**src/rtl/led_blink_pkg.sv**
```systemverilog
// constants and types shared by the status led sequencer and its blink code engine
// assumes a single 25 mhz system clock and a synchronous active high reset
`default_nettype none
package led_blink_pkg;
   // ----------------------------------------------------------------
   // clock and prescaled tick
   // ----------------------------------------------------------------
   localparam int unsigned CLK_PERIOD_NS = 40;
   localparam int unsigned TICK_PERIOD_NS = 1000000;
   // one millisecond tick, rounded up to whole clocks
   localparam int unsigned TICK_CYCLES = (TICK_PERIOD_NS + CLK_PERIOD_NS - 1) / CLK_PERIOD_NS;
   localparam int unsigned PRESC_W = 16;
   // ----------------------------------------------------------------
   // intervals in milliseconds
   // ----------------------------------------------------------------
   localparam int unsigned MS_W = 12;
   localparam logic [MS_W-1:0] FLICK_HALF_MS = 12'h032;  // 50 ms, 10 hz flicker
   localparam logic [MS_W-1:0] GAP_MS = 12'h3e8;         // 1000 ms pause
   localparam logic [MS_W-1:0] PULSE_HALF_MS = 12'h1f4;  // 500 ms, 1 hz pulses
   localparam logic [MS_W-1:0] FLASH2_HALF_MS = 12'h0fa; // 250 ms, 2 hz flash
   localparam logic [MS_W-1:0] INIT_HALF_MS = 12'h032;   // 50 ms, rapid orange
   localparam logic [7:0] FLICK_PULSES = 8'h0a;          // ten flashes in one second
   // ----------------------------------------------------------------
   // error codes of the blink sequence
   // ----------------------------------------------------------------
   localparam logic [3:0] ERR_HW_CFG = 4'h1;
   localparam logic [3:0] ERR_CONFIG = 4'h2;
   localparam logic [3:0] ERR_PROTOCOL = 4'h3;
   localparam logic [3:0] ERR_PHYSICAL = 4'h4;
   localparam logic [3:0] ERR_INIT = 4'h5;
   localparam logic [3:0] ERR_UNUSED_6 = 4'h6;
   localparam logic [3:0] ERR_UNSUPPORTED = 4'h7;
   localparam logic [3:0] ERR_UNUSED_8 = 4'h8;
   localparam logic [3:0] ERR_CPU_EXC = 4'h9;
   // ----------------------------------------------------------------
   // blink code engine states
   // ----------------------------------------------------------------
   typedef enum logic [2:0] {
      S_IDLE,
      S_FLICK,
      S_GAP1,
      S_CODE,
      S_GAP2,
      S_ARG,
      S_GAP3
   } seq_state_type;
endpackage : led_blink_pkg
`default_nettype wire

```
**src/rtl/blink_seq_if.sv**
```systemverilog
// bundle between the led selector and one blink code engine
// assumes both ends run on the same system clock
`default_nettype none
interface blink_seq_if;
   logic tick;        // one millisecond pulse
   logic enable;      // error present, run the sequence
   logic [3:0] code;  // error code to show
   logic [7:0] arg;   // error argument to show
   logic led_on;      // engine wants the led lit
   logic busy;        // engine is inside a sequence
   modport ctrl (output tick, output enable, output code, output arg,
                 input led_on, input busy);
   modport seq (input tick, input enable, input code, input arg,
                output led_on, output busy);
endinterface : blink_seq_if
`default_nettype wire

```
**src/rtl/blink_code_engine.sv**
```systemverilog
// three group blink code engine: flicker, gap, code pulses, gap, argument pulses, gap
// assumes tick is a one clock pulse every millisecond from the same clock
`default_nettype none
module blink_code_engine (
   // clock and reset
   input wire logic clk_sys_i,
   input wire logic srst_i,
   // link to the selector
   blink_seq_if.seq bus
);
   import led_blink_pkg::*;

   seq_state_type state_reg, state_next;
   logic [MS_W-1:0] ms_reg, ms_next;
   logic phase_reg, phase_next;
   logic [7:0] left_reg, left_next;
   logic [3:0] code_reg, code_next;
   logic [7:0] arg_reg, arg_next;
   logic [7:0] seen_reg, seen_next;

   // ----------------------------------------------------------------
   // interval decode
   // ----------------------------------------------------------------
   wire logic [MS_W-1:0] limit = (state_reg == S_FLICK) ? FLICK_HALF_MS :
                                 (state_reg == S_CODE || state_reg == S_ARG) ? PULSE_HALF_MS :
                                 GAP_MS;
   wire logic period_end = bus.tick && (ms_reg == limit - 12'h001);
   wire logic pulsing = (state_reg == S_FLICK) || (state_reg == S_CODE) || (state_reg == S_ARG);
   wire logic group_done = period_end && !phase_reg && (left_reg <= 8'h01);

   // next state of the sequence
   always_comb begin
      state_next = state_reg;
      ms_next = bus.tick ? ms_reg + 12'h001 : ms_reg;
      phase_next = phase_reg;
      left_next = left_reg;
      code_next = code_reg;
      arg_next = arg_reg;
      if (period_end) begin
         ms_next = '0;
      end
      if (!bus.enable) begin
         state_next = S_IDLE;
         phase_next = 1'b0;
         ms_next = '0;
      end else begin
         case (state_reg)
            S_IDLE, S_GAP3: begin
               if (state_reg == S_IDLE || period_end) begin
                  state_next = S_FLICK;
                  code_next = bus.code;
                  arg_next = bus.arg;
                  left_next = FLICK_PULSES;
                  phase_next = 1'b1;
                  ms_next = '0;
               end
            end
            S_FLICK, S_CODE, S_ARG: begin
               if (period_end && phase_reg) begin
                  phase_next = 1'b0;
               end else if (group_done) begin
                  state_next = (state_reg == S_FLICK) ? S_GAP1 :
                               (state_reg == S_CODE) ? S_GAP2 : S_GAP3;
               end else if (period_end) begin
                  left_next = left_reg - 8'h01;
                  phase_next = 1'b1;
               end
            end
            S_GAP1: begin
               if (period_end) begin
                  state_next = (code_reg == 4'h0) ? S_GAP2 : S_CODE;
                  left_next = {4'h0, code_reg};
                  phase_next = (code_reg != 4'h0);
               end
            end
            S_GAP2: begin
               if (period_end) begin
                  state_next = (arg_reg == 8'h00) ? S_GAP3 : S_ARG;
                  left_next = arg_reg;
                  phase_next = (arg_reg != 8'h00);
               end
            end
            default: begin
               state_next = S_IDLE;
               phase_next = 1'b0;
            end
         endcase
      end
   end

   // pulses seen in the current group, read by the checks below
   assign seen_next = (state_next != state_reg) ? {7'h00, phase_next} :
                      seen_reg + {7'h00, (phase_next && !phase_reg)};

   // state registers
   always_ff @(posedge clk_sys_i) begin
      if (srst_i) begin
         state_reg <= S_IDLE;
         ms_reg <= '0;
         phase_reg <= 1'b0;
         left_reg <= 8'h00;
         code_reg <= 4'h0;
         arg_reg <= 8'h00;
         seen_reg <= 8'h00;
      end else begin
         state_reg <= state_next;
         ms_reg <= ms_next;
         phase_reg <= phase_next;
         left_reg <= left_next;
         code_reg <= code_next;
         arg_reg <= arg_next;
         seen_reg <= seen_next;
      end
   end

   assign bus.led_on = phase_reg && pulsing;
   assign bus.busy = (state_reg != S_IDLE);
endmodule : blink_code_engine
`default_nettype wire

```
**src/rtl/led_blink_code_sequencer.sv**
```systemverilog
// status led driver: selects steady colour, flash or blink code for the bus led, and blink code only for the module led
// assumes all status inputs come from logic on clk_sys_i; leds are driven red and green
//
// Behaviour
// - bus led steady green while local bus data cycles run normally
// - bus led flashes orange rapidly while the local bus initialises
// - bus led steady red while a hardware fault is present
// - bus led flashes red at two hertz for a recoverable error
// - bus led shows the red blink code while a local bus error is present
// - bus led off while the support library is missing or not called
// - each diagnosis repeats as three groups: preamble, code, argument
// - preamble is a one second flicker at about ten hertz
// - about one second of darkness follows the preamble and the code group
// - the code group has as many pulses as the error code
// - code and argument pulses run at about one hertz, one per unit
// - after a pause the argument group pulses as many times as the argument
// - a bus break argument counts the last working module before the break
// - after the argument the sequence restarts from the flicker while the error stays
// - error codes 1 to 9 as defined, codes 6 and 8 unused
// - module status led shows its diagnosis with the same blink code
`default_nettype none
module led_blink_code_sequencer #(
   parameter int unsigned TICK_CYCLES = led_blink_pkg::TICK_CYCLES
) (
   // clock and reset
   input wire logic clk_sys_i,
   input wire logic srst_i,
   // local bus status
   input wire logic lib_ready_i,
   input wire logic bus_running_i,
   input wire logic bus_init_i,
   input wire logic hw_fault_i,
   input wire logic recov_err_i,
   input wire logic bus_err_i,
   input wire logic [3:0] bus_err_code_i,
   input wire logic [7:0] bus_err_arg_i,
   // module diagnosis
   input wire logic mod_err_i,
   input wire logic [3:0] mod_err_code_i,
   input wire logic [7:0] mod_err_arg_i,
   // bus status led, orange is both lit
   output logic bus_status_led_red_o,
   output logic bus_status_led_green_o,
   // module status led
   output logic module_status_led_red_o,
   output logic module_status_led_green_o
);
   import led_blink_pkg::*;

   // ----------------------------------------------------------------
   // millisecond tick
   // ----------------------------------------------------------------
   logic [PRESC_W-1:0] presc_reg, presc_next;
   logic tick_reg, tick_next;

   // the tick is registered so both engines and flashers see it in the same cycle
   assign tick_next = (presc_reg == PRESC_W'(TICK_CYCLES - 1));
   assign presc_next = tick_next ? '0 : presc_reg + PRESC_W'(1);

   // prescaler registers
   always_ff @(posedge clk_sys_i) begin
      if (srst_i) begin
         presc_reg <= '0;
         tick_reg <= 1'b0;
      end else begin
         presc_reg <= presc_next;
         tick_reg <= tick_next;
      end
   end

   // ----------------------------------------------------------------
   // plain flashers
   // ----------------------------------------------------------------
   // advance a half period counter, wrapping at the limit
   function automatic logic [MS_W-1:0] half_count(input logic [MS_W-1:0] cnt,
                                                  input logic tick,
                                                  input logic [MS_W-1:0] limit);
      logic [MS_W-1:0] res;
      res = cnt;
      if (tick) begin
         res = (cnt == limit - 12'h001) ? '0 : cnt + 12'h001;
      end
      return res;
   endfunction : half_count

   logic [MS_W-1:0] f2_cnt_reg, f2_cnt_next;
   logic [MS_W-1:0] init_cnt_reg, init_cnt_next;
   logic f2_reg, f2_next;
   logic init_reg, init_next;

   // two hertz red flash and rapid orange flash
   assign f2_cnt_next = half_count(f2_cnt_reg, tick_reg, FLASH2_HALF_MS);
   assign f2_next = (tick_reg && f2_cnt_reg == FLASH2_HALF_MS - 12'h001) ? !f2_reg : f2_reg;
   assign init_cnt_next = half_count(init_cnt_reg, tick_reg, INIT_HALF_MS);
   assign init_next = (tick_reg && init_cnt_reg == INIT_HALF_MS - 12'h001) ? !init_reg :
                      init_reg;

   // flasher registers
   always_ff @(posedge clk_sys_i) begin
      if (srst_i) begin
         f2_cnt_reg <= '0;
         init_cnt_reg <= '0;
         f2_reg <= 1'b0;
         init_reg <= 1'b0;
      end else begin
         f2_cnt_reg <= f2_cnt_next;
         init_cnt_reg <= init_cnt_next;
         f2_reg <= f2_next;
         init_reg <= init_next;
      end
   end

   // ----------------------------------------------------------------
   // blink code engines
   // ----------------------------------------------------------------
   // priority: hardware fault, missing library, bus error, recoverable, init, running
   // declared here because the bus engine enable reads sel_err
   wire logic sel_fault = hw_fault_i;
   wire logic sel_off = !sel_fault && !lib_ready_i;
   wire logic sel_err = !sel_fault && lib_ready_i && bus_err_i;
   wire logic sel_recov = !sel_fault && lib_ready_i && !bus_err_i && recov_err_i;
   wire logic sel_init = !sel_fault && lib_ready_i && !bus_err_i && !recov_err_i && bus_init_i;
   wire logic sel_run = !sel_fault && lib_ready_i && !bus_err_i && !recov_err_i &&
                        !bus_init_i && bus_running_i;

   blink_seq_if bus_seq ();
   blink_seq_if mod_seq ();

   // the bus engine only runs when the bus error is the shown condition
   assign bus_seq.tick = tick_reg;
   assign bus_seq.enable = sel_err;
   assign bus_seq.code = bus_err_code_i;
   assign bus_seq.arg = bus_err_arg_i;
   assign mod_seq.tick = tick_reg;
   assign mod_seq.enable = mod_err_i;
   assign mod_seq.code = mod_err_code_i;
   assign mod_seq.arg = mod_err_arg_i;

   blink_code_engine u_bus_engine (
      .clk_sys_i (clk_sys_i),
      .srst_i (srst_i),
      .bus (bus_seq.seq)
   );

   blink_code_engine u_mod_engine (
      .clk_sys_i (clk_sys_i),
      .srst_i (srst_i),
      .bus (mod_seq.seq)
   );

   // ----------------------------------------------------------------
   // bus led selection
   // ----------------------------------------------------------------
   logic bus_red_reg, bus_red_next;
   logic bus_green_reg, bus_green_next;
   logic mod_red_reg, mod_red_next;

   // colour of the bus led for the chosen condition
   assign bus_red_next = sel_fault ||
                         (sel_err && bus_seq.led_on) ||
                         (sel_recov && f2_reg) ||
                         (sel_init && init_reg);
   assign bus_green_next = (sel_init && init_reg) ||
                           sel_run;
   // sel_off leaves both colours dark
   assign mod_red_next = mod_err_i && mod_seq.led_on;

   // led output registers
   always_ff @(posedge clk_sys_i) begin
      if (srst_i) begin
         bus_red_reg <= 1'b0;
         bus_green_reg <= 1'b0;
         mod_red_reg <= 1'b0;
      end else begin
         bus_red_reg <= bus_red_next;
         bus_green_reg <= bus_green_next;
         mod_red_reg <= mod_red_next;
      end
   end

   assign bus_status_led_red_o = bus_red_reg;
   assign bus_status_led_green_o = bus_green_reg;
   assign module_status_led_red_o = mod_red_reg;
   assign module_status_led_green_o = 1'b0; // module led only reports in red
endmodule : led_blink_code_sequencer
`default_nettype wire

```
**config.mk**
```make
export PLATFORM = sky130hd
export DESIGN_NAME = led_blink_code_sequencer
export DESIGN_NICKNAME = d
export VERILOG_FILES = /design/src/rtl/led_blink_pkg.sv /design/src/rtl/blink_seq_if.sv /design/src/rtl/blink_code_engine.sv /design/src/rtl/led_blink_code_sequencer.sv
export SDC_FILE = /design/constraint.sdc
export NUM_CORES = 1
export LEC_CHECK = 0
export ABC_AREA = 1
export BUFFER_PORTS_ARGS = -buffer_cell sky130_fd_sc_hd__buf_2
export CORE_UTILIZATION = 45
export DETAILED_ROUTE_END_ITERATION = 8
export SLEW_MARGIN = 0
export SYNTH_ARGS = -nofsm -noshare
export SYNTH_HDL_FRONTEND = slang
export SYNTH_HIERARCHICAL = 1
export SYNTH_SLANG_ARGS = --single-unit
```
**constraint.sdc**
```tcl
create_clock -name clk_sys_i -period 2.22 [get_ports clk_sys_i]
set_clock_uncertainty 0.2 [all_clocks]
set_input_delay 0 -clock clk_sys_i [delete_from_list [all_inputs] [get_ports clk_sys_i]]
set_output_delay 0 -clock clk_sys_i [all_outputs]
set_load 0.02 [all_outputs]
```
# ---- Yosys cells after proc, flatten, opt, wreduce, memory -nomap -nowiden
# Index checks and enable logic that the tools add are counted.
# W data, S select, Z words.
dict set report op_classes {
  eq_ne 35
  addsub 9
  mux 62
  order_cmp 2
  reduce_logical 71
  bitwise 2
}
# cell count
set ops {}
lappend ops {{$mux W12} 12}
lappend ops {{$mux W8} 12}
lappend ops {{$pmux W8 S4} 2}
lappend ops {{$add A12 B1 Y12 const B} 4}
lappend ops {{$mux W3} 14}
lappend ops {{$eq A12 B12 Y1} 2}
lappend ops {{$logic_and A1 B1 Y1} 24}
lappend ops {{$pmux W3 S4} 2}
lappend ops {{$sub A12 B1 Y12 const B} 2}
lappend ops {{$mux W10} 2}
lappend ops {{$ne A2 B1 Y1 const B} 10}
lappend ops {{$reduce_and A5 Y1} 4}
lappend ops {{$eq A3 B3 Y1 const B} 6}
lappend ops {{$add A16 B1 Y16 const B} 1}
lappend ops {{$eq A16 B15 Y1 const B} 1}
lappend ops {{$le A8 B1 Y1 const B} 2}
lappend ops {{$logic_not A8 Y1} 2}
lappend ops {{$reduce_and A8 Y1} 2}
lappend ops {{$reduce_bool A4 Y1} 4}
lappend ops {{$reduce_bool A8 Y1} 2}
lappend ops {{$sub A8 B1 Y8 const B} 2}
lappend ops {{$eq A12 B6 Y1 const B} 1}
lappend ops {{$eq A12 B8 Y1 const B} 1}
lappend ops {{$eq A3 B2 Y1 const B} 4}
lappend ops {{15 further kinds} 63}
dict set report word_totals {
  input_bits 33
  elab_cells 202
  ff_bits 118
  out_inout_bits 4
}

# ---- Longest topological paths before layout
# Gate-level depths: netlist of the first run.
dict set report logic_depth {
  word_depth 12
  ltp_mapped 18
  ltp_nobuf 17
}

# ---- Modules after synthesis
# The synthesis of the first run kept the hierarchy.
# mod seq_area_each_um2 cells_per_inst area_per_inst_um2 n_inst
set by_module_without_submodules {}
lappend by_module_without_submodules {blink_code_engine 720.7 323 2149.6 2}
lappend by_module_without_submodules {led_blink_code_sequencer 920.9 323 2359.8 1}

# ---- Worst setup path after synthesis of the first run
# No wires, ideal clock.
dict set report synth_path {
  path_kind {reg2reg}
  startpoint {reg u_bus_engine.state_reg[0]}
  endpoint {reg u_bus_engine.left_reg[4]}
  path_slack_ns -0.208
  n_path_buf 2
  required_ns 1.905
  setup_time_ns 0.115
  stages_incl_launch_ff 18
  arrival_ns 2.113
  period_less_slack_ns 2.428
  cell_sequence {dfxtp_1 inv_2 a21oi_2 buf_6 inv_1 ha_1 inv_1 nand2_1 nand2_1 nor2_1 nand3_2 nor2_2 nand2_4 a21oi_4 buf_6 nand3b_1 nand2_1 nor2_1}
}
dict set report synth_via {
  elab_chain_cells 11
  elab_cells_between_ends 28
  classes_between {add/sub (1); eq/ne (13); mux (3); reduce/logical (11)}
}
# item line
set synth_lines {}
lappend synth_lines {{start, declared} blink_code_engine.sv:13} ;# seq_state_type state_reg, state_next;
lappend synth_lines {{start signal, assigned} blink_code_engine.sv:106} ;# state_reg <= state_next;
lappend synth_lines {{$eq A3 B2 Y1 or $eq A3 B3 Y1 (tied branches)} {blink_code_engine.sv:25, blink_code_engine.sv:47}}
lappend synth_lines {{$logic_or A1 B1 Y1} blink_code_engine.sv:25} ;# (state_reg == S_CODE || state_reg == S_ARG) ? PULSE_HALF_MS :
lappend synth_lines {{$mux W10} blink_code_engine.sv:25}
lappend synth_lines {{$mux W12} blink_code_engine.sv:24} ;# wire logic [MS_W-1:0] limit = (state_reg == S_FLICK) ? FLICK_HALF_MS :
lappend synth_lines {{$sub A12 B1 Y12} blink_code_engine.sv:27} ;# wire logic period_end = bus.tick && (ms_reg == limit - 12'h001);
lappend synth_lines {{$eq A12 B12 Y1} blink_code_engine.sv:27}
lappend synth_lines {{$logic_and A1 B1 Y1} blink_code_engine.sv:27}
lappend synth_lines {{$logic_and A1 B1 Y1 (2 in a row)} blink_code_engine.sv:29} ;# wire logic group_done = period_end && !phase_reg && (left_reg <= 8'h01);
lappend synth_lines {{$ne A2 B2 Y1 (no line)} -}
lappend synth_lines {{$reduce_and A8 Y1 (no line)} -}
lappend synth_lines {{end signal, assigned} blink_code_engine.sv:109} ;# left_reg <= left_next;
lappend synth_lines {{end, declared} blink_code_engine.sv:16} ;# logic [7:0] left_reg, left_next;
# Several ways; a longest one is shown, not always the timed one.
# A chain may end at the register's enable or synchronous reset.

# ---- Worst setup path after layout of the first run
dict set report layout_path {
  startpoint {reg u_mod_engine.state_reg[0]}
  endpoint {reg u_mod_engine.arg_reg[3]}
}
dict set report layout_via {
  elab_chain_cells 9
  elab_cells_between_ends 14
  classes_between {add/sub (1); eq/ne (5); mux (2); reduce/logical (6)}
}
# item line
set layout_lines {}
lappend layout_lines {{start, declared} blink_code_engine.sv:13}
lappend layout_lines {{start signal, assigned} blink_code_engine.sv:106}
lappend layout_lines {{$eq A3 B2 Y1 or $eq A3 B3 Y1 (tied branches)} blink_code_engine.sv:25}
lappend layout_lines {{$logic_or A1 B1 Y1} blink_code_engine.sv:25}
lappend layout_lines {{$mux W10} blink_code_engine.sv:25}
lappend layout_lines {{$mux W12} blink_code_engine.sv:24}
lappend layout_lines {{$sub A12 B1 Y12} blink_code_engine.sv:27}
lappend layout_lines {{$eq A12 B12 Y1} blink_code_engine.sv:27}
lappend layout_lines {{$logic_and A1 B1 Y1} blink_code_engine.sv:27}
lappend layout_lines {{$logic_or A1 B1 Y1} blink_code_engine.sv:49} ;# if (state_reg == S_IDLE || period_end) begin
lappend layout_lines {{$reduce_and A3 Y1 (no line) (*)} -}
lappend layout_lines {{end signal, assigned} blink_code_engine.sv:111} ;# arg_reg <= arg_next;
lappend layout_lines {{end, declared} blink_code_engine.sv:18} ;# logic [7:0] arg_reg, arg_next;
# Mark *: on every way between the ends. The rest lies on a longest branch, timed or not.

==> results of run 1 <==
## worst reg2reg max path, delay by kind of cell, from the launching register on
family | cells | cell delay (ns)
buffers and inverters | 5 | 0.38
AOI/OAI and AO/OA | 3 | 0.38
DFF | 1 | 0.34
adders and majority gates | 1 | 0.25
and+or+nand+nor | 8 | 0.69
## per-stage QoR
stage               hold WS, ns  instances  setup slack [ns]  cell area (sq um)   util
CTS                      -0.163       1270            -0.110               8300  0.573
global placement         0.0397       1196            -0.118               7220  0.499
detailed placement       0.0408       1196            -0.168               7220  0.499
global route             0.0762       1282            -0.269               8630  0.596
floorplan                -0.131        969           -0.0302               6720      -
finish                   0.0145       1282            -0.140               8630  0.596
## layout make-up
| type | instances | area share |
|---|---|---|
| inverter | 140 | 0.0621 |
| clock buffer | 19 | 0.0513 |
| timing repair buffer | 116 | 0.116 |
| multi-input combinational | 692 | 0.449 |
| tap | 184 | 0.0267 |
| sequential | 118 | 0.275 |
| clock inverter | 13 | 0.0207 |
## final timing paths
| check | start | to | slack, ns | depth (start not counted) |
|---|---|---|---|---|
| max | u_mod_engine/state_reg[0] | u_mod_engine/arg_reg[3] | -0.14 | 17 |
| min | bus_err_i | u_bus_engine/code_reg[0] | 0.01 | 7 |
| max reg2reg | u_mod_engine/state_reg[0] | u_mod_engine/arg_reg[3] | -0.14 | 17 |
| min reg2reg | presc_reg[0] | presc_reg[0] | 0.27 | 1 |
## cells in the final DEF, fill, tap and decap left out, types with 21 or more instances in the layout
master	instances
o21ai_0	21
buf_4	26
dfxtp_1	114
nand2_1	160
a21oi_1	45
nor2_1	159
buf_2	35
nand3_1	56
dlygate4sd3_1	43
xor2_1	28
nand2_2	23
inv_1	127
## cells by family after synthesis
logic type	count (synthesis)	share of synthesized area
muxes	1	0.00150
xor gates and xnor gates	30	0.0395
adders and majority gates	15	0.0282
DFF	118	0.355
AOI/OAI and AO/OA	127	0.110
and+or+nand+nor	516	0.362
buffers and inverters	161	0.104
other	1	0.000563
## metal layers
layer / part of all wire / vias to the layer above / wire (um)
met1: 0.49 / 2825 / 7600
met5: 0 / - / 0
met4: 0.013 / 0 / 207
met3: 0.029 / 19 / 454
met2: 0.47 / 89 / 7240
li1: - / 3352 / -
## power groups by stage
| stage | Combinational, mW | Sequential, mW | Clock (mW) |
|---|---|---|---|
| floorplan | 0.731 | 2.35 | 0 |
| global placement | 0.951 | 2.36 | 0 |
| detailed placement | 0.953 | 2.36 | 0 |
| CTS | 1.01 | 2.31 | 2.96 |
| global route | 1.33 | 2.33 | 3.05 |
| finish | 1.20 | 2.32 | 2.90 |
## timing repair
action / 4_1_cts / 5_1_grt
resized for setup: 10 / 58
endpoints found under the hold margin: 56 / 4
endpoints found under the setup margin: 45 / 77
buffers inserted: 0 / 8
pin swaps: 4 / 31
cloned: 0 / 3
hold buffers: 42 / 1
==> results by group, run 1 <==
Drt
  – Pre-antenna DRT Iters: 8
  – Vias per std cell: a little under 5
  – Vias: 6285
  – Drt total wl: 15500 um
  – Antenna-violating nets left: 0
  – Avg WL per Cell: 12.1 um
  – DR DRC count: 0
  – DR iter-0 viols: 440

Floorplanning
  – Ports: 37
  – Core area: 0.0145 sq mm
  – Placement row count: 44
  – Die Y: 124 um
  – Die X: 124 um
  – Die ar.: around 0.015 sq mm
  – Initial Util: 0.460

Power and ir drop
  – Lkg Pwr: 3.50 nW
  – PD cells: 744 mW/mm^2
  – Net switching power: 1.79 mW
  – Clock Power Share: 0.452
  – Internal Power: 4.63 mW
  – VDD IR-drop max: between 0.6 and 0.7 mV
  – Pwr Total: 6.42 mW
  – Comb pwr share: 0.187
  – Flop pwr share: 0.361
  – Sw frac: 0.278

Final layout
  – FILL cells: 1376
  – P&R area growth vs syn: 29.6%
  – Nets: roughly 1100
  – Max reg flops: 16
  – # diodes: 0
  – FF+latch area: about 0.0024 sq mm
  – Layout cells sized above 1: 0.206
  – Multi-input gate area: about 0.0039 sq mm

Worst setup path
  – Worst Path Buf+Inv: 5
  – Kind of end point of the critical path: register
  – Crit Path Max Fanout: 5
  – Largest stage delay, worst path: 0.34 ns
  – Worst setup SP type: register
  – CP required: 2.32 ns
  – Top Family by Delay on Critical Path: simple AND/OR/NAND/NOR gates
  – Data arrival, critical path: 2.46 ns
  – Worst-path cell chain: inv_2, a21oi_2, buf_6, inv_6, ha_4, inv_2, nand2_1, nand2_1, nor2_2, nand3_2, nor2_4, nand2_4, buf_12, nand2_8, nand2_4, o21ai_1, a21oi_2
  – CP max-delay cell: dfxtp_4
  – Kind of critical path: register to register

Synth
  – Register area share after synthesis: 0.355
  – Count leader, synth: nand2_1
  – Top cell type's share of synthesized area: 0.355
  – Cell area after synthesis: 0.00666 sq mm
  – Syn Inst Count: 969
  – Synth cell count leaders: nand2_1 (171), nor2_1 (170), inv_1 (132), dfxtp_1 (118), nand3_1 (61)
  – Yosys reg bits: 118
  – Synth Flop Type: dfxtp_1
  – Async SR Flop Fraction: 0
  – Synth warnings: 6
  – Post-synth EDFFs: 0
  – Netlist cell types: 44
  – Mapped Nets: 1017
  – Synth top area cells: dfxtp_1 (35%), nand2_1 (9.6%), nor2_1 (9.6%)
  – Mean Syn Cell Area: 6.87 sq um
  – Leading area contributor after synthesis: dfxtp_1

Timing
  – Minimum clock period: around 2.4 ns
  – Fin. max-slew vios: 0
  – Setup Viol. Count Final: 38
  – Fin crit share: 1.06
  – Max_slew headroom: 0.599
  – RSZ-0062 raised after global routing: yes
  – Setup TNS: -3.14 ns
  – Final hold vios: 0
  – Slew @ Worst Pin: around 0.60 ns
  – Fin worst setup slack: -0.140 ns
  – Top achievable clock speed: 0.424 GHz

Status
  – Failing checks: negative setup slack
  – Run status: finished, violations left

Global routing
  – Antenna violations before repair: 0
  – M3 GR Usage: 0.0504
  – First-pass GRT wire length: roughly 25000 um
  – Largest net degree at the start of global routing: 24
  – Overflow after GRT: 0
  – Met1 Use GR: 0.274
  – Busiest grt layer: met2
  – Vias in the first global route: 5551
  – Met2 usage: 0.328
  – Total GRT Usage: 0.205

CTS
  – Clock root cell: clkbuf_16
  – Clock-pin slew on the worst setup and hold paths: 0.06 ns
  – Deepest clock path buffer count: 2
  – Clock Latency Late Sink: 0.41 ns
  – CTS tree: yes
  – Clk sinks: roughly 120
  – Num CTS Buffers: 17
  – CTS HTree Levels: 4

Place
  – Buffers added on ports: 35
  – Gpl congestion: 0.894
  – Hpwl dp: 10400 um

Hold path
  – Worst Hold Class: input pin to register

Run
  – Max Cap Viol: 0
(Power assumes the default switching activity.)
==> inputs of run 2 (changes only) <==
--- a/config.mk
+++ b/config.mk
@@ -9,6 +9,7 @@
 export BUFFER_PORTS_ARGS = -buffer_cell sky130_fd_sc_hd__buf_2
 export CORE_UTILIZATION = 45
 export DETAILED_ROUTE_END_ITERATION = 8
+export MAX_ROUTING_LAYER = met4
 export SLEW_MARGIN = 0
 export SYNTH_ARGS = -nofsm -noshare
 export SYNTH_HDL_FRONTEND = slang
==> results by group, run 2 (synthesis gave the netlist of run 1 again) <==
Drt
  – Avg WL per Cell: roughly 12 um
  – DR iter-0 viols: 426
  – Pre-antenna DRT Iters: 8
  – Antenna-violating nets left: 0
  – DR DRC count: 0
  – Drt total wl: 15500 um
  – Vias per std cell: 4.89
  – Vias: 6269

Worst setup path
  – Crit Path Max Fanout: 5
  – Worst setup SP type: register
  – Kind of end point of the critical path: register
  – Largest stage delay, worst path: about 0.34 ns
  – Worst-path cell chain: inv_2, a21oi_2, buf_6, inv_6, ha_4, inv_2, nand2_1, nand2_1, nor2_2, nand3_2, nor2_4, nand2_4, buf_12, nand2_8, nand2_4, o21ai_1, a21oi_2
  – CP required: 2.32 ns
  – Data arrival, critical path: roughly 2.5 ns
  – Kind of critical path: register to register
  – R2r setup slk: -0.16 ns
  – CP max-delay cell: dfxtp_4

Place
  – Placement Cell Area: between 0.007 and 0.008 sq mm
  – Gpl congestion: between 0.9 and 1
  – Hpwl dp: about 10000 um
  – Buffers added on ports: 35

Floorplanning
  – Placement row count: 44
  – Core area: around 0.014 sq mm
  – Initial Util: 0.460
  – Die Y: 124 um
  – Die X: roughly 120 um
  – Ports: 37
  – Die ar.: 0.0153 sq mm

Final layout
  – Commonest non-fill, non-tap cells in the layout: nand2_1 (160), nor2_1 (159), inv_1 (127), dfxtp_1 (114), nand3_1 (56)
  – P&R area growth vs syn: 29.5%
  – FF+latch area: around 0.0024 sq mm
  – Nets: 1132
  – FILL cells: 1377
  – Most common cell after layout, fill and taps aside: nand2_1
  – Max reg flops: 16
  – Fin area: approximately 0.0086 sq mm
  – # diodes: 0
  – Layout cells sized above 1: 0.205
  – Multi-input gate area: 0.00387 sq mm

Status
  – Failing checks: negative setup slack
  – Run status: finished, violations left

Power and ir drop
  – Lkg Pwr: 3.49 nW
  – VDD IR-drop max: a little over 0.6 mV
  – PD cells: 743 mW/mm^2

Timing
  – Hold Slack: 0.0126 ns
  – RSZ-0062 raised after global routing: yes
  – Max_slew headroom: 0.591
  – Slew @ Worst Pin: slightly above 0.6 ns
  – Setup Viol. Count Final: 38
  – Final hold vios: 0
  – Fin crit share: 1.07
  – Top achievable clock speed: 0.420 GHz
  – Fin. max-slew vios: 0
  – Minimum clock period: 2.38 ns
  – Fin worst setup slack: -0.161 ns

CTS
  – CTS HTree Levels: 4
  – Deepest clock path buffer count: 2
  – Clock Latency Late Sink: 0.41 ns
  – Num CTS Buffers: 17
  – CTS tree: yes
  – Clock-pin slew on the worst setup and hold paths: 0.05 ns
  – Clock root cell: clkbuf_16
  – Clk sinks: 118

Global routing
  – First-pass GRT wire length: 24700 um
  – Largest net degree at the start of global routing: 24
  – Antenna violations before repair: 0
  – Overflow after GRT: 0
  – Vias in the first global route: between 5000 and 6000
  – Total GRT Usage: 0.211

Hold path
  – Worst Hold Class: input pin to register

Run
  – Max Cap Viol: 0
==> run 2: cell count changes in the layout (fill, tap and decap cells not counted), sizes merged <==
cell,previous run,this run
buf,72,71
==> run 2: power by group <==
part	total (mW)	switching, mW	internal (mW)
Clock	2.90	0.998	1.90
Sequential	2.32	0.0842	2.24
Combinational	1.19	0.703	0.490
==> run 2: worst paths after layout <==
path                                                 from                        to  cells past startpoint
worst min register to register               presc_reg[0]              presc_reg[0]                      1
worst max register to register  u_mod_engine/state_reg[0]   u_mod_engine/arg_reg[0]                     17
worst min-delay path                            bus_err_i  u_bus_engine/code_reg[0]                      7
worst max-delay path            u_mod_engine/state_reg[0]   u_mod_engine/arg_reg[0]                     17
==> run 2: per-layer routing <==
layer	routed length [um]	share of wire	up-vias	global-route usage
li1	-	-	3348	-
met3	429	0.028	17	0.0504
met5	0	0	-	-
met1	7610	0.49	2817	0.274
met2	7260	0.47	87	0.329
met4	176	0.011	0	0.0557
==> run 2: cell type report <==
class / instances / share of cell area
clock buffer: 19 / 0.0514
clock inverter: 13 / 0.0208
inverter: 140 / 0.0621
multi-input combinational: 692 / 0.449
timing repair buffer: 115 / 0.115
sequential: 118 / 0.275
tap: 184 / 0.0267
==> run 2: critical path, delay by kind of cell (launching register included) <==
| family | cells | cell delay (ns) |
|---|---|---|
| buffers and inverters | 5 | 0.38 |
| flip-flops | 1 | 0.34 |
| AND/OR/NAND/NOR | 8 | 0.68 |
| adder cells (fa/ha/maj) | 1 | 0.25 |
| AO/OA/AOI/OAI | 3 | 0.41 |
==> run 2: through the flow <==
| stage | setup slack, ns | util | total power [mW] | TNS (ns) | instances |
|---|---|---|---|---|---|
| after detailed placement | -0.168 | 0.499 | 3.31 | -2.77 | 1196 |
| final | -0.161 | 0.595 | 6.41 | -3.03 | 1281 |
| after floorplan | -0.0302 | - | 3.08 | -0.257 | 969 |
| after CTS | -0.110 | 0.573 | 6.28 | -2.02 | 1270 |
| after global routing | -0.272 | 0.595 | 6.70 | -11.43 | 1281 |
| after global placement | -0.118 | 0.499 | 3.31 | -1.45 | 1196 |
==> run 2: repair_timing <==
action	4_1_cts	5_1_grt
hold buffers	42	1
hold endpoints to repair	56	4
setup buffers	0	7
pin swaps	4	32
resized for setup	10	58
gates cloned	0	3
endpoints found under the setup margin	45	77
==> inputs of run 3 (changes only) <==
--- a/config.mk
+++ b/config.mk
@@ -10,6 +10,7 @@
 export CORE_UTILIZATION = 45
 export DETAILED_ROUTE_END_ITERATION = 8
 export MAX_ROUTING_LAYER = met4
+export REMOVE_ABC_BUFFERS = 1
 export SLEW_MARGIN = 0
 export SYNTH_ARGS = -nofsm -noshare
 export SYNTH_HDL_FRONTEND = slang
==> results by group, run 3 (synthesis gave the netlist of run 1 again) <==
Status
  – Run status: finished, violations left
  – Failing checks: negative setup slack

Timing
  – Max_slew headroom: 0.446
  – Fin worst setup slack: -0.0867 ns
  – Slew @ Worst Pin: ~0.83 ns
  – Final hold vios: 0
  – RSZ-0062 raised after global routing: yes
  – Minimum clock period: 2.31 ns
  – Fin. max-slew vios: 0
  – Top achievable clock speed: 0.434 GHz
  – Setup Viol. Count Final: 19
  – Fin crit share: 1.04

Drt
  – DR DRC count: 0
  – Avg WL per Cell: 12.7 um
  – Antenna-violating nets left: 0
  – Met2 Routed Length: ~8000 um
  – Vias: 6439
  – Met1 wire length: around 7600 um
  – Pre-antenna DRT Iters: 5
  – Drt total wl: 16500 um
  – DR iter-0 viols: ~510
  – Vias per std cell: 4.98
  – Met3 WL: 564 um
  – Max Used Layer: met4

Final layout
  – Layout cells sized above 1: 0.230
  – FILL cells: between 1000 and 1500
  – P&R area growth vs syn: 32.4%
  – Most common cell after layout, fill and taps aside: nor2_1
  – # diodes: 0
  – Max reg flops: 16
  – Nets: 1143
  – Cell Count, Final, Fillers Out: about 1300
  – Commonest non-fill, non-tap cells in the layout: nor2_1 (163), nand2_1 (156), inv_1 (126), dfxtp_1 (113), nand3_1 (57)
  – FF+latch area: 0.00237 sq mm
  – Multi-input gate area: about 0.004 sq mm
  – Layout Utilization: 0.609

Worst setup path
  – Data arrival, critical path: about 2.4 ns
  – Largest stage delay, worst path: 0.33 ns
  – Crit Path Max Fanout: 4
  – CP required: about 2.3 ns
  – Top Family by Delay on Critical Path: simple AND/OR/NAND/NOR gates
  – Kind of end point of the critical path: register
  – CP max-delay cell: dfxtp_2
  – Worst setup SP type: register
  – Worst Path Buf+Inv: 4
  – Worst-path cell chain: inv_2, a21oi_4, inv_2, ha_4, inv_2, nand2_2, nand2_2, nor2_4, nand4_1, nor2_2, nand3_1, nand2_2, buf_6, nand3_1, nand2_1, nor2_1
  – Kind of critical path: register to register

Hold path
  – Worst Hold Class: input pin to register

CTS
  – Num CTS Buffers: 17
  – Clock-pin slew on the worst setup and hold paths: 0.06 ns
  – Clk sinks: 118
  – CTS tree: yes
  – Deepest clock path buffer count: 2
  – CTS HTree Levels: 4
  – Clock root cell: clkbuf_16
  – Clock Latency Late Sink: 0.42 ns

Power and ir drop
  – Pwr Total: 6.45 mW
  – PD cells: 731 mW/mm^2
  – VDD IR-drop max: about 0.55 mV
  – Lkg Pwr: ~3.6 nW

Global routing
  – Vias in the first global route: ~5800
  – Total GRT Usage: 0.220
  – First-pass GRT wire length: 25800 um
  – Overflow after GRT: 0
  – Antenna violations before repair: 0
  – Largest net degree at the start of global routing: 24

Floorplanning
  – Placement row count: 44
  – Ports: 37
  – Die ar.: 0.0153 sq mm
  – Die Y: 124 um
  – Die X: about 120 um
  – Initial Util: 0.460
  – Core area: roughly 0.014 sq mm

Run
  – Max Cap Viol: 0

Place
  – Hpwl dp: 10400 um
  – Buffers added on ports: 35
  – Pre-CTS setup slack: -0.159 ns
  – # placed instances: 1205
  – Gpl congestion: slightly below 0.9
-- run 3: per-layer routing --
| layer | GRT usage | up-vias |
|---|---|---|
| li1 | - | 3363 |
| met1 | 0.270 | 2918 |
| met2 | 0.355 | 124 |
| met3 | 0.0449 | 34 |
| met4 | 0.0866 | 0 |
| met5 | - | - |
-- run 3: report_power, final --
part           total [mW]  switching [mW]  internal [mW]
Combinational        1.36           0.783          0.572
Clock                2.77           0.994           1.78
Sequential           2.32          0.0813           2.24
-- run 3: path summary, 6_finish.rpt --
check | startpoint | end | slack, ns | cells after the start
hold reg to reg | u_mod_engine/code_reg[3] | u_mod_engine/code_reg[3] | 0.27 | 2
hold / removal | srst_i | presc_reg[10] | 0.02 | 4
setup reg to reg | u_bus_engine/state_reg[0] | u_bus_engine/left_reg[1] | -0.09 | 16
setup / recovery | u_bus_engine/state_reg[0] | u_bus_engine/left_reg[1] | -0.09 | 16
-- run 3: area by class of cell --
type | instances | area share
timing repair buffer | 124 | 0.123
clock inverter | 14 | 0.0180
clock buffer | 18 | 0.0498
sequential | 118 | 0.269
multi-input combinational | 694 | 0.455
inverter | 140 | 0.0596
tap | 184 | 0.0261
-- run 3: worst min-delay path: stages --
cell	delay, ns
buf_2	0.20
inv_1	0.21
nand3_1	0.11
nor2_1	0.07
-- run 3: per-stage QoR --
step                      hold slack [ns]  cell area, sq um  setup TNS [ns]
after global placement             0.0231              7230           -1.35
after floorplan                    -0.131              6490          -24.21
final                              0.0212              8810          -0.795
after detailed placement           0.0263              7230           -2.60
after global routing               0.0516              8810           -6.14
after CTS                         0.00636              8420          -0.748
-- run 3: repair_timing --
item	in CTS	in global routing
pin swaps	18	36
setup buffers	6	6
hold buffers	37	2
endpoints found under the hold margin	46	1
resized for setup	35	70
gates cloned	1	5
setup endpoints to repair	47	50
